## src/hdl/memon_defines.svh

```systemverilog
// constants for the mains event monitor: offsets, resets, field positions
`ifndef MEMON_DEFINES_SVH
`define MEMON_DEFINES_SVH
`define MEMON_OFF_FREQ     12'h000
`define MEMON_OFF_DCYC     12'h004
`define MEMON_OFF_RATIO    12'h008
`define MEMON_OFF_TCUR     12'h00C
`define MEMON_OFF_DLVL     12'h010
`define MEMON_OFF_VPK      12'h014
`define MEMON_OFF_IPK      12'h018
`define MEMON_OFF_DCPER    12'h01C
`define MEMON_OFF_CTRL     12'h020
`define MEMON_OFF_STAT     12'h024
`define MEMON_OFF_CRMS     12'h028
`define MEMON_OFF_OFS      12'h02C
`define MEMON_RST_FREQ     8'h32
`define MEMON_RST_DCYC     8'h05
`define MEMON_RST_RATIO    16'h4000
`define MEMON_MAX_RATIO    16'h7FFF
`define MEMON_RST_TCUR     15'h002E
`define MEMON_RST_DLVL     15'h0000
`define MEMON_RST_PEAK     15'h7FFF
`define MEMON_RST_DCPER    6'h05
`define MEMON_MAX_DCPER    6'h32
`define MEMON_RATIO_SHIFT  14
// 0.088 approximated as 45/512
`define MEMON_RMS_NUM      9'h02D
`define MEMON_RMS_SHIFT    9
`define MEMON_PEAK_RUN     2'h3
`define MEMON_CTRL_TAMPER  0
`define MEMON_CTRL_DCV     1
`define MEMON_CTRL_DCI1    2
`define MEMON_CTRL_DCI2    3
`define MEMON_CTRL_ENH     4
`define MEMON_ST_VDROP     0
`define MEMON_ST_TAMP      1
`define MEMON_ST_DIR       2
`define MEMON_ST_VPK       3
`define MEMON_ST_I1PK      4
`define MEMON_ST_I2PK      5
`endif

```

## src/hdl/memon_pkg.sv

```systemverilog
// types for the mains event monitor
package memon_pkg;
  typedef logic [15:0] memon_sample_t;
  typedef logic [14:0] memon_mag_t;
endpackage

```

## src/hdl/memon_top.sv

```systemverilog
// mains event monitor: drop, peak and tamper detection with apb registers
//
// Overview of operation
// - eight-bit nominal frequency, reset fifty hertz
// - eight-bit drop cycle limit, reset five
// - count low cycles; limit reached sets flag
// - cycle peak at threshold clears flag, count
// - rms below 0.088 threshold forces drop flag
// - fifteen-bit drop threshold in adc steps
// - report greater channel rms, record direction
// - tamper when greater at least smaller times ratio
// - ratio 1.14 value, 0x4000 to 0x7FFF
// - tamper held zero below current threshold
// - tamper checks only in tamper configuration
// - fifteen-bit tamper current threshold, reset 0x2E
// - voltage peak flag needs three samples above
// - per-channel current peak flags, three samples
// - six-bit dc period count, max 0x32
// - dc off: base uses shorted offset, enhanced zero
// - greater channel drives tamper threshold decision
`include "memon_defines.svh"
`timescale 1ns/1ps
`default_nettype none
module memon_top (
  input  wire logic                   clk_sys,
  input  wire logic                   rst_n,
  input  wire logic                   psel,
  input  wire logic                   penable,
  input  wire logic                   pwrite,
  input  wire logic [11:0]            paddr,
  input  wire logic [31:0]            pwdata,
  output logic                        pready,
  output logic      [31:0]            prdata,
  output logic                        pslverr,
  input  wire logic                   sample_valid,
  input  wire memon_pkg::memon_sample_t v_sample,
  input  wire memon_pkg::memon_sample_t i1_sample,
  input  wire memon_pkg::memon_sample_t i2_sample,
  input  wire logic                   period_end,
  input  wire logic                   rms_valid,
  input  wire memon_pkg::memon_mag_t  voltage_rms_result,
  input  wire memon_pkg::memon_mag_t  i1_rms,
  input  wire memon_pkg::memon_mag_t  i2_rms,
  input  wire memon_pkg::memon_sample_t shorted_offset_v,
  input  wire memon_pkg::memon_sample_t shorted_offset_i1,
  input  wire memon_pkg::memon_sample_t shorted_offset_i2,
  output logic      [7:0]             nominal_mains_freq,
  output logic      [5:0]             dc_removal_period_count,
  output logic                        voltage_offset_removal_enable,
  output logic                        first_current_offset_removal_enable,
  output logic                        second_current_offset_removal_enable,
  output memon_pkg::memon_sample_t    offset_v,
  output memon_pkg::memon_sample_t    offset_i1,
  output memon_pkg::memon_sample_t    offset_i2,
  output logic                        voltage_drop_flag,
  output logic                        tamper_flag,
  output logic                        second_channel_greater_flag,
  output logic                        voltage_peak_flag,
  output logic      [1:0]             channel_current_peak_flag,
  output memon_pkg::memon_mag_t       reported_current_rms
);

  // absolute value of a signed sample, saturated to 15 bits
  function automatic memon_pkg::memon_mag_t abs_mag(
      input memon_pkg::memon_sample_t s);
    logic [15:0] n;
    n = s[15] ? (~s + 16'h0001) : s;
    abs_mag = n[15] ? 15'h7FFF : n[14:0];
  endfunction

  logic [7:0]  voltage_drop_cycle_limit;
  logic [15:0] tamper_ratio_threshold;
  logic [14:0] tamper_current_threshold;
  logic [14:0] voltage_drop_level;
  logic [14:0] voltage_peak_limit;
  logic [14:0] current_peak_limit;
  logic [4:0]  ctrl;
  logic [7:0]  drop_cnt;
  logic [14:0] cyc_peak;
  logic [1:0]  vrun;
  logic [1:0]  i1run;
  logic [1:0]  i2run;

  logic wr;
  logic rd;
  logic hit;
  assign wr      = psel & penable & pwrite;
  assign rd      = psel & ~pwrite;
  assign pready  = 1'b1;
  assign pslverr = psel & penable & ~hit;

  always_comb begin
    hit = 1'b1;
    unique case (paddr)
      `MEMON_OFF_FREQ, `MEMON_OFF_DCYC, `MEMON_OFF_RATIO,
      `MEMON_OFF_TCUR, `MEMON_OFF_DLVL, `MEMON_OFF_VPK,
      `MEMON_OFF_IPK, `MEMON_OFF_DCPER, `MEMON_OFF_CTRL,
      `MEMON_OFF_STAT, `MEMON_OFF_CRMS, `MEMON_OFF_OFS: hit = 1'b1;
      default: hit = 1'b0;
    endcase
  end

  // parameter registers, range limits on ratio and dc period count only
  always_ff @(posedge clk_sys) begin
    if (!rst_n) begin
      nominal_mains_freq       <= `MEMON_RST_FREQ;
      voltage_drop_cycle_limit <= `MEMON_RST_DCYC;
      tamper_ratio_threshold   <= `MEMON_RST_RATIO;
      tamper_current_threshold <= `MEMON_RST_TCUR;
      voltage_drop_level       <= `MEMON_RST_DLVL;
      voltage_peak_limit       <= `MEMON_RST_PEAK;
      current_peak_limit       <= `MEMON_RST_PEAK;
      dc_removal_period_count  <= `MEMON_RST_DCPER;
      ctrl                     <= 5'h00;
    end else if (wr) begin
      unique case (paddr)
        `MEMON_OFF_FREQ:  nominal_mains_freq <= pwdata[7:0];
        `MEMON_OFF_DCYC:  voltage_drop_cycle_limit <= pwdata[7:0];
        `MEMON_OFF_RATIO: begin
          if (pwdata[15:0] < `MEMON_RST_RATIO)
            tamper_ratio_threshold <= `MEMON_RST_RATIO;
          else if (pwdata[15:0] > `MEMON_MAX_RATIO)
            tamper_ratio_threshold <= `MEMON_MAX_RATIO;
          else
            tamper_ratio_threshold <= pwdata[15:0];
        end
        `MEMON_OFF_TCUR:  tamper_current_threshold <= pwdata[14:0];
        `MEMON_OFF_DLVL:  voltage_drop_level <= pwdata[14:0];
        `MEMON_OFF_VPK:   voltage_peak_limit <= pwdata[14:0];
        `MEMON_OFF_IPK:   current_peak_limit <= pwdata[14:0];
        `MEMON_OFF_DCPER: begin
          if (pwdata[5:0] > `MEMON_MAX_DCPER)
            dc_removal_period_count <= `MEMON_MAX_DCPER;
          else
            dc_removal_period_count <= pwdata[5:0];
        end
        `MEMON_OFF_CTRL:  ctrl <= pwdata[4:0];
        default: ;
      endcase
    end
  end

  assign voltage_offset_removal_enable        = ctrl[`MEMON_CTRL_DCV];
  assign first_current_offset_removal_enable  = ctrl[`MEMON_CTRL_DCI1];
  assign second_current_offset_removal_enable = ctrl[`MEMON_CTRL_DCI2];

  // offset source when removal is off
  always_ff @(posedge clk_sys) begin
    if (!rst_n) begin
      offset_v  <= 16'h0000;
      offset_i1 <= 16'h0000;
      offset_i2 <= 16'h0000;
    end else begin
      offset_v  <= (ctrl[`MEMON_CTRL_DCV] || ctrl[`MEMON_CTRL_ENH]) ?
                   16'h0000 : shorted_offset_v;
      offset_i1 <= (ctrl[`MEMON_CTRL_DCI1] || ctrl[`MEMON_CTRL_ENH]) ?
                   16'h0000 : shorted_offset_i1;
      offset_i2 <= (ctrl[`MEMON_CTRL_DCI2] || ctrl[`MEMON_CTRL_ENH]) ?
                   16'h0000 : shorted_offset_i2;
    end
  end

  // per-period peak and drop counting
  logic [14:0] next_peak;
  logic        rms_low;
  logic [23:0] rms_scaled;
  always_comb begin
    next_peak = cyc_peak;
    if (sample_valid && abs_mag(v_sample) > cyc_peak)
      next_peak = abs_mag(v_sample);
  end
  assign rms_scaled = voltage_drop_level * `MEMON_RMS_NUM;
  assign rms_low = ({voltage_rms_result, 9'h000} <
                    {rms_scaled});

  always_ff @(posedge clk_sys) begin
    if (!rst_n) begin
      cyc_peak <= 15'h0000;
    end else if (period_end) begin
      cyc_peak <= 15'h0000;
    end else begin
      cyc_peak <= next_peak;
    end
  end

  always_ff @(posedge clk_sys) begin
    if (!rst_n) begin
      drop_cnt          <= 8'h00;
      voltage_drop_flag <= 1'b0;
    end else begin
      if (period_end) begin
        if (next_peak >= voltage_drop_level) begin
          drop_cnt          <= 8'h00;
          voltage_drop_flag <= 1'b0;
        end else begin
          if (drop_cnt != 8'hFF)
            drop_cnt <= drop_cnt + 8'h01;
          if (drop_cnt + 8'h01 >= voltage_drop_cycle_limit ||
              drop_cnt == 8'hFF)
            voltage_drop_flag <= 1'b1;
        end
      end
      if (rms_valid && rms_low)
        voltage_drop_flag <= 1'b1;
    end
  end

  // rms compare, direction and tamper
  logic        i2_gt;
  logic [14:0] hi_rms;
  logic [14:0] lo_rms;
  logic [30:0] lo_scaled;
  assign i2_gt     = i2_rms > i1_rms;
  assign hi_rms    = i2_gt ? i2_rms : i1_rms;
  assign lo_rms    = i2_gt ? i1_rms : i2_rms;
  assign lo_scaled = lo_rms * tamper_ratio_threshold;

  always_ff @(posedge clk_sys) begin
    if (!rst_n) begin
      second_channel_greater_flag <= 1'b0;
      reported_current_rms        <= 15'h0000;
      tamper_flag                 <= 1'b0;
    end else if (rms_valid) begin
      second_channel_greater_flag <= i2_gt;
      reported_current_rms        <= hi_rms;
      if (!ctrl[`MEMON_CTRL_TAMPER])
        tamper_flag <= 1'b0;
      else if (hi_rms < tamper_current_threshold)
        tamper_flag <= 1'b0;
      else
        tamper_flag <= ({2'b00, hi_rms, 14'h0000} >= lo_scaled);
    end
  end

  // spike filters need three contiguous samples above level
  function automatic logic [1:0] run_step(input logic [1:0] r,
                                          input logic above);
    run_step = !above ? 2'h0 : (r == `MEMON_PEAK_RUN ? r : r + 2'h1);
  endfunction

  always_ff @(posedge clk_sys) begin
    if (!rst_n) begin
      vrun  <= 2'h0;
      i1run <= 2'h0;
      i2run <= 2'h0;
    end else if (sample_valid) begin
      vrun  <= run_step(vrun, abs_mag(v_sample) > voltage_peak_limit);
      i1run <= run_step(i1run, abs_mag(i1_sample) > current_peak_limit);
      i2run <= run_step(i2run, abs_mag(i2_sample) > current_peak_limit);
    end
  end
  assign voltage_peak_flag            = (vrun == `MEMON_PEAK_RUN);
  assign channel_current_peak_flag[0] = (i1run == `MEMON_PEAK_RUN);
  assign channel_current_peak_flag[1] = (i2run == `MEMON_PEAK_RUN);

  // read mux
  always_ff @(posedge clk_sys) begin
    if (!rst_n) begin
      prdata <= 32'h0000_0000;
    end else if (rd) begin
      unique case (paddr)
        `MEMON_OFF_FREQ:  prdata <= {24'h00_0000, nominal_mains_freq};
        `MEMON_OFF_DCYC:  prdata <= {24'h00_0000, voltage_drop_cycle_limit};
        `MEMON_OFF_RATIO: prdata <= {16'h0000, tamper_ratio_threshold};
        `MEMON_OFF_TCUR:  prdata <= {17'h0_0000, tamper_current_threshold};
        `MEMON_OFF_DLVL:  prdata <= {17'h0_0000, voltage_drop_level};
        `MEMON_OFF_VPK:   prdata <= {17'h0_0000, voltage_peak_limit};
        `MEMON_OFF_IPK:   prdata <= {17'h0_0000, current_peak_limit};
        `MEMON_OFF_DCPER: prdata <= {26'h000_0000, dc_removal_period_count};
        `MEMON_OFF_CTRL:  prdata <= {27'h000_0000, ctrl};
        `MEMON_OFF_STAT:  prdata <= {26'h000_0000,
                                     channel_current_peak_flag,
                                     voltage_peak_flag,
                                     second_channel_greater_flag,
                                     tamper_flag, voltage_drop_flag};
        `MEMON_OFF_CRMS:  prdata <= {17'h0_0000, reported_current_rms};
        `MEMON_OFF_OFS:   prdata <= {offset_i1, offset_v};
        default:          prdata <= 32'h0000_0000;
      endcase
    end
  end

  property p_drop_clear;
    @(posedge clk_sys) disable iff (!rst_n)
      period_end && next_peak >= voltage_drop_level && !(rms_valid && rms_low)
      |=> !voltage_drop_flag && drop_cnt == 8'h00;
  endproperty
  a_drop_clear: assert property (p_drop_clear) else $error("drop clear");

  property p_drop_set;
    @(posedge clk_sys) disable iff (!rst_n)
      period_end && next_peak < voltage_drop_level &&
      drop_cnt + 8'h01 >= voltage_drop_cycle_limit |=> voltage_drop_flag;
  endproperty
  a_drop_set: assert property (p_drop_set) else $error("drop set");

  property p_rms_force;
    @(posedge clk_sys) disable iff (!rst_n)
      rms_valid && rms_low |=> voltage_drop_flag;
  endproperty
  a_rms_force: assert property (p_rms_force) else $error("rms force");

  property p_tamp_gate;
    @(posedge clk_sys) disable iff (!rst_n)
      rms_valid && (!ctrl[`MEMON_CTRL_TAMPER] ||
                    hi_rms < tamper_current_threshold) |=> !tamper_flag;
  endproperty
  a_tamp_gate: assert property (p_tamp_gate) else $error("tamper gate");

  property p_dir;
    @(posedge clk_sys) disable iff (!rst_n)
      rms_valid |=> second_channel_greater_flag == $past(i2_rms > i1_rms)
        && reported_current_rms >= $past(i1_rms);
  endproperty
  a_dir: assert property (p_dir) else $error("direction");

  property p_vpk;
    @(posedge clk_sys) disable iff (!rst_n)
      sample_valid && abs_mag(v_sample) <= voltage_peak_limit
      |=> !voltage_peak_flag;
  endproperty
  a_vpk: assert property (p_vpk) else $error("vpeak");

  property p_ipk;
    @(posedge clk_sys) disable iff (!rst_n)
      sample_valid && abs_mag(i1_sample) <= current_peak_limit
      |=> !channel_current_peak_flag[0];
  endproperty
  a_ipk: assert property (p_ipk) else $error("ipeak");

  property p_ratio;
    @(posedge clk_sys) disable iff (!rst_n)
      tamper_ratio_threshold >= `MEMON_RST_RATIO &&
      tamper_ratio_threshold <= `MEMON_MAX_RATIO;
  endproperty
  a_ratio: assert property (p_ratio) else $error("ratio range");

  property p_dcper;
    @(posedge clk_sys) disable iff (!rst_n)
      dc_removal_period_count <= `MEMON_MAX_DCPER;
  endproperty
  a_dcper: assert property (p_dcper) else $error("dc period");

  c_drop: cover property (@(posedge clk_sys) disable iff (!rst_n)
    $rose(voltage_drop_flag));
  c_tamp: cover property (@(posedge clk_sys) disable iff (!rst_n)
    $rose(tamper_flag));
  c_vpk: cover property (@(posedge clk_sys) disable iff (!rst_n)
    $rose(voltage_peak_flag));

endmodule
`default_nettype wire

```

## config.mk

```make
export PLATFORM = sky130hd
export DESIGN_NAME = memon_top
export DESIGN_NICKNAME = d
export VERILOG_FILES = /design/src/hdl/memon_pkg.sv /design/src/hdl/memon_top.sv
export VERILOG_INCLUDE_DIRS = /design/src /design/src/hdl
export SDC_FILE = /design/constraint.sdc
export NUM_CORES = 1
export LEC_CHECK = 0
export BUFFER_PORTS_ARGS = -buffer_cell sky130_fd_sc_hd__buf_2
export CORE_ASPECT_RATIO = 0.5
export CORE_MARGIN = 3
export CORE_UTILIZATION = 60
export CTS_CLUSTER_DIAMETER = 40
export DETAILED_ROUTE_END_ITERATION = 8
export PLACE_DENSITY = 0.83
export REMOVE_ABC_BUFFERS = 1
export SLEW_MARGIN = 0
export SYNTH_ARGS = -nofsm -noshare
export SYNTH_HDL_FRONTEND = slang
export SYNTH_SLANG_ARGS = --single-unit
```

## constraint.sdc

```tcl
create_clock -name clk_sys -period 12.4 [get_ports clk_sys]
set_input_delay 0.62 -clock clk_sys [delete_from_list [all_inputs] [get_ports clk_sys]]
set_output_delay 0.62 -clock clk_sys [all_outputs]
set_load 0.02 [all_outputs]
```

# --- After elaboration in Yosys (flattened, before gate mapping) ---
# Cells that the tools add are included.
word_totals:
  regBits: 230
  input_bits: 193
  word_cells: 130
op_classes:
  n_bitwise: 10
  n_reduce_logical: 29
  mul: 2
  n_eq_ne: 19
  addsub: 7
  muxes: 28
  order_cmp: 13
op_table:
  columns: ["operator", "count"]
  rows:
  - ["32-bit one-hot mux with 12 select lines", 1]
  - ["15-bit two-way mux", 6]
  - ["16-bit two-way mux", 5]
  - ["15-bit greater-than comparator", 5]
  - ["16-bit by 1-bit adder with 16-bit output (second input constant)", 3]
  - ["12-bit by 5-bit == test with 1-bit output (second input constant)", 4]
  - ["12-bit by 6-bit == test with 1-bit output (second input constant)", 4]
  - ["16-bit inverter", 3]
  - ["29-bit by 31-bit >= comparator with 1-bit output", 1]
  - ["15-bit by 16-bit multiplier with 31-bit output", 1]
  - ["2-bit AND reduction", 14]
  - ["12-bit by 4-bit == test with 1-bit output (second input constant)", 2]
  - ["24-bit by 21-bit less-than comparator with 1-bit output", 1]
  - ["15-bit by 6-bit multiplier with 21-bit output (second input constant)", 1]
  - ["16-bit by 15-bit greater-than comparator with 1-bit output (second input constant)", 1]
  - ["16-bit by 15-bit less-than comparator with 1-bit output (second input constant)", 1]
  - ["8-bit two-way mux", 2]
  - ["15-bit >= comparator", 1]
  - ["15-bit less-than comparator", 1]
  - ["12-bit by 3-bit == test with 1-bit output (second input constant)", 1]
  - ["12-bit zero test", 1]
  - ["2-bit two-way mux", 6]
  - ["12-bit OR reduction", 1]
  - ["8-bit by 1-bit adder with 8-bit output (second input constant)", 1]
  - ["16 further kinds", 41]

# --- Logic depth before layout (Yosys ltp) ---
depth:
  word_depth: 11
  mapped_depth: 42
  depth_no_buf: 39

# --- Worst setup path before layout ---
# OpenSTA, ideal clock, no wires.
synth_timing:
  path_type: "input-to-reg"
  start: "in i1_rms[4]"
  end: "reg tamper_flag"
  n_path_buf: 3
  setup_slack_ps: 3101
  arrival_time_ps: 9185
  setup_ps: 115
  cell_stages: 37
  path_cell_list: "inv_1 -> ha_1 -> a211oi_1 -> nor2_1 -> o31a_1 -> o41a_1 -> clkbuf_1 -> clkbuf_1 -> mux2_2 -> clkbuf_1 -> nand2_1 -> fa_1 -> fa_1 -> inv_1 -> fa_1 -> fa_1 -> fa_1 -> inv_1 -> fa_1 -> inv_1 -> ha_1 -> and3_1 -> o2111ai_1 -> a31oi_1 -> o311a_1 -> a221o_1 -> o21a_1 -> or2_2 -> ha_1 -> a21oi_1 -> nor2b_1 -> o21ai_0 -> nand2b_1 -> a221o_1 -> o22ai_1 -> nor2_1 -> o21a_1"
synth_via:
  elab_chain_len: 6
  word_cells_on_any_way: 8
  classes_between: "mul: 1; order compare: 3; mux: 4"
synth_rtl:
  columns: ["item", "line", "source"]
  rows:
  - ["start, declared", "memon_top.sv:42", "input wire memon_pkg::memon_mag_t i1_rms,"]
  - ["15-bit greater-than comparator", "memon_top.sv:213", "assign i2_gt = i2_rms > i1_rms;"]
  - ["15-bit two-way mux", "memon_top.sv:215", "assign lo_rms = i2_gt ? i1_rms : i2_rms;"]
  - ["15-bit by 16-bit multiplier with 31-bit output", "memon_top.sv:216", "assign lo_scaled = lo_rms * tamper_ratio_threshold;"]
  - ["29-bit by 31-bit >= comparator with 1-bit output", "memon_top.sv:231", "tamper_flag <= ({2'b00, hi_rms, 14'h0000} >= lo_scaled);"]
  - ["1-bit two-way mux *", "memon_top.sv:228", "else if (hi_rms < tamper_current_threshold)"]
  - ["1-bit two-way mux *", "memon_top.sv:226", "if (!ctrl[`MEMON_CTRL_TAMPER])"]
  - ["end signal, assigned", "memon_top.sv:231", null]
  - ["end, declared", "memon_top.sv:56", "output logic tamper_flag,"]
# Every way passes the cells marked *; elsewhere a longest branch is shown, timed or not.
# A chain may end at the register's enable or synchronous reset.

# --- Worst setup path after layout ---
layout_timing:
  start: "in i1_rms[2]"
  end: "reg tamper_flag"
# The elaborated chain is that of the path after synthesis.

==> results.md <==
* Status: complete, no violations
* DR vias/cell at 5.91
* Final setup TNS at 0 ns
* Crit path DAT at 10.60 ns
* Final hold viol count at 0
* Initial antenna violation count at 8
* Initial Utilization at 61.6%
* CP Capture Type: flip-flop
* Largest net degree at the start of global routing at 80
* Most frequent CP cell: fa_1
* CTS root buf: clkbuf_16
* Clk buf depth at 3
* Via count at 20600
* Slowest-stage cell, CP: o41a_2
* Post-synth EDFFs at 0
* Syn Area/Cell at 8.60 µm²
* Global-route wire length before repair at 107000 µm
* PortBufs at 295
* Resized Gates After CTS at 0
* Power Density at 83.7 mW/mm²
* Post-Route Skew at 0.0283 ns
* Overflow after GRT at 0
* Total track usage at 31.5%
* Yosys warns at 0
* Final Critical Period at 10.13 ns
* Register bit total from synthesis at 230
* Number of global-route vias before repair at 21100
* TritonCTS Sinks at 230
* Final period util at 81.7%
* Die W at 285 µm
* CTS Buf Count at 34
* WS Path Type: in2reg
* Most common cell after layout, fill and taps aside: nand2_1
* CP Max Fanout at 24
* VDD IR max at 0.0955 mV
* Clock Pin Slew Worst Setup and Hold Paths at 0.06 ns
* Worst path max stage delay at 0.61 ns
* Share of layout cells above drive strength 1 at 14.6%
* Final Wtd Congestion at 0.932
* WL final at 66300 µm
* Slew HR at 16.8%
* Post-DR wirelength/cell at 19.0 µm
* Sequential share of the synthesized area at 19.7%
* P_leak at 13.3 nW
* WP data required at 12.87 ns
* First-pass DRT Iterations at 6
* Final setup vio count at 0
* Area delta synth->final at 13.0%
* Async set or reset register ratio after synthesis at 0%
* Achievable clock frequency at 0.0987 GHz
* CTS tree: done
* Dpl hpwl at 51100 µm
* DRT antenna net count at 0
* Detailed Route Iter0 Violations at 1695
* Slew @ Worst Pin at 1.24 ns
* Primary FF master, synth: dfxtp_1
* Layout net count at 3616
* Floorplan row count at 50
* Die height at 145 µm
* # Max-Cap Violations at 0
* Worst hold-check path type: in2reg
* Post-synthesis cell count at 2713
* Startpoint Class: input pin
* Top-Level Pins at 313
* Worst skew pair latency at 0.52 ns
* Cell Area, Synth at 0.0233 mm²
* RSZ-0062 raised after global routing: no
* H-tree level count at 2
* DRC errors left at 0
* Netlist cell types at 71
* Post-CTS Hold Buffers at 0
* Power Total at 2.20 mW
* Most frequent cells in the layout: nand2_1 (369), inv_1 (349), buf_2 (294), ha_1 (280), dfxtp_1 (230)
* Number of post-CTS setup repair buffers at 0
* Fin. max-slew vios at 0
* Final core occ at 69.6%
* CORE AREA at 0.0378 mm²
* Die ar. at 0.0414 mm²
[critical path: cells and delay by family]
family	cells	cell delay (ns)
compound gates	12	3.14
xor+xnor	1	0.09
mux	1	0.47
simple gates	10	1.53
buf+inv	7	0.68
fa+ha+maj	9	4.03
[state kept, by name (all words and copies together), names as in the netlist, 16 cells and up]
register / flops
offset_i2: 16
tamper_ratio_threshold: 16
offset_i1: 16
offset_v: 16
prdata: 32
[per-stage QoR]
step           hold slack (ns)  worst slack (ns)  cells  cell area [µm²]
2_1_floorplan            0.452              2.66   2591            22800
3_3_place_gp             0.467              1.96   3423            25100
3_5_place_dp             0.472              1.82   3423            25100
4_1_cts                  0.285              2.34   3484            26300
5_1_grt                  0.288              1.74   3492            26300
6_report                 0.291              2.27   3493            26400
[cell usage after synthesis (all sizes together) (26+ instances only)]
master	count	area share [%]
xor2	46	1.7
nor2	51	0.83
a21boi	43	1.4
nand3	43	0.92
xnor2	26	0.98
a21o	40	1.3
o21ai	81	1.7
mux2i	28	1.2
dfxtp	230	20
fa	204	18
and2	154	4.1
a22oi	33	1.1
a21oi	95	2.0
clkbuf	116	1.9
inv	349	5.6
nor2b	112	3.0
o211ai	42	1.4
ha	280	15
mux2	28	1.4
nand2	369	5.9
[area by class of cell]
| class | instances | area [µm²] |
|---|---|---|
| Antenna cell | 9 | 22.5 |
| Clock buffer | 38 | 907 |
| Clock inverter | 23 | 288 |
| Fill cell | 2912 | 11500 |
| Inverter | 349 | 1310 |
| Multi-Input combinational cell | 2012 | 17000 |
| Sequential cell | 230 | 4600 |
| Tap cell | 520 | 651 |
| Timing Repair Buffer | 312 | 1610 |
[logic make-up (layout without fill, tap and decap cells)]
logic type	count (synthesis)	in the layout	synth area share, %
DFF	230	230	19.7
muxes	63	63	3.25
xor gates and xnor gates	72	72	2.70
and+or+nand+nor	882	882	19.2
other	1	10	0.0161
buffers and inverters	471	722	7.63
adders and majority gates	484	484	32.5
AOI/OAI and AO/OA	510	510	15.0
[path summary, 6_finish.rpt]
check / start / end / cells after the start / slack (ns)
worst min register to register: tamper_current_threshold[14]$_SDFFE_PN0P_ / tamper_current_threshold[14]$_SDFFE_PN0P_ / 2 / 0.48
worst min-delay path: shorted_offset_i2[3] / offset_i2[3]$_SDFF_PP0_ / 2 / 0.29
worst max register to register: tamper_ratio_threshold[4]$_SDFFE_PN0P_ / tamper_flag$_SDFFE_PN0P_ / 28 / 4.13
worst max-delay path: i1_rms[2] / tamper_flag$_SDFFE_PN0P_ / 40 / 2.27
[where the power goes]
group          total [mW]  leakage (nW)  internal [mW]  switching [mW]
combinational       0.429          10.8          0.164           0.265
sequential          0.768          1.87          0.757          0.0115
clock                1.01         0.581          0.611           0.397
total                2.20          13.3           1.53           0.673
[layer usage]
metal,vias to the layer above,GRT usage (%),routed length (µm)
li1,9608,-,-
met1,9992,38.7,25900
met2,829,54.6,32200
met3,220,4.46,4880
met4,0,15.7,3240
met5,-,0,0
(Power assumes the default switching activity.)
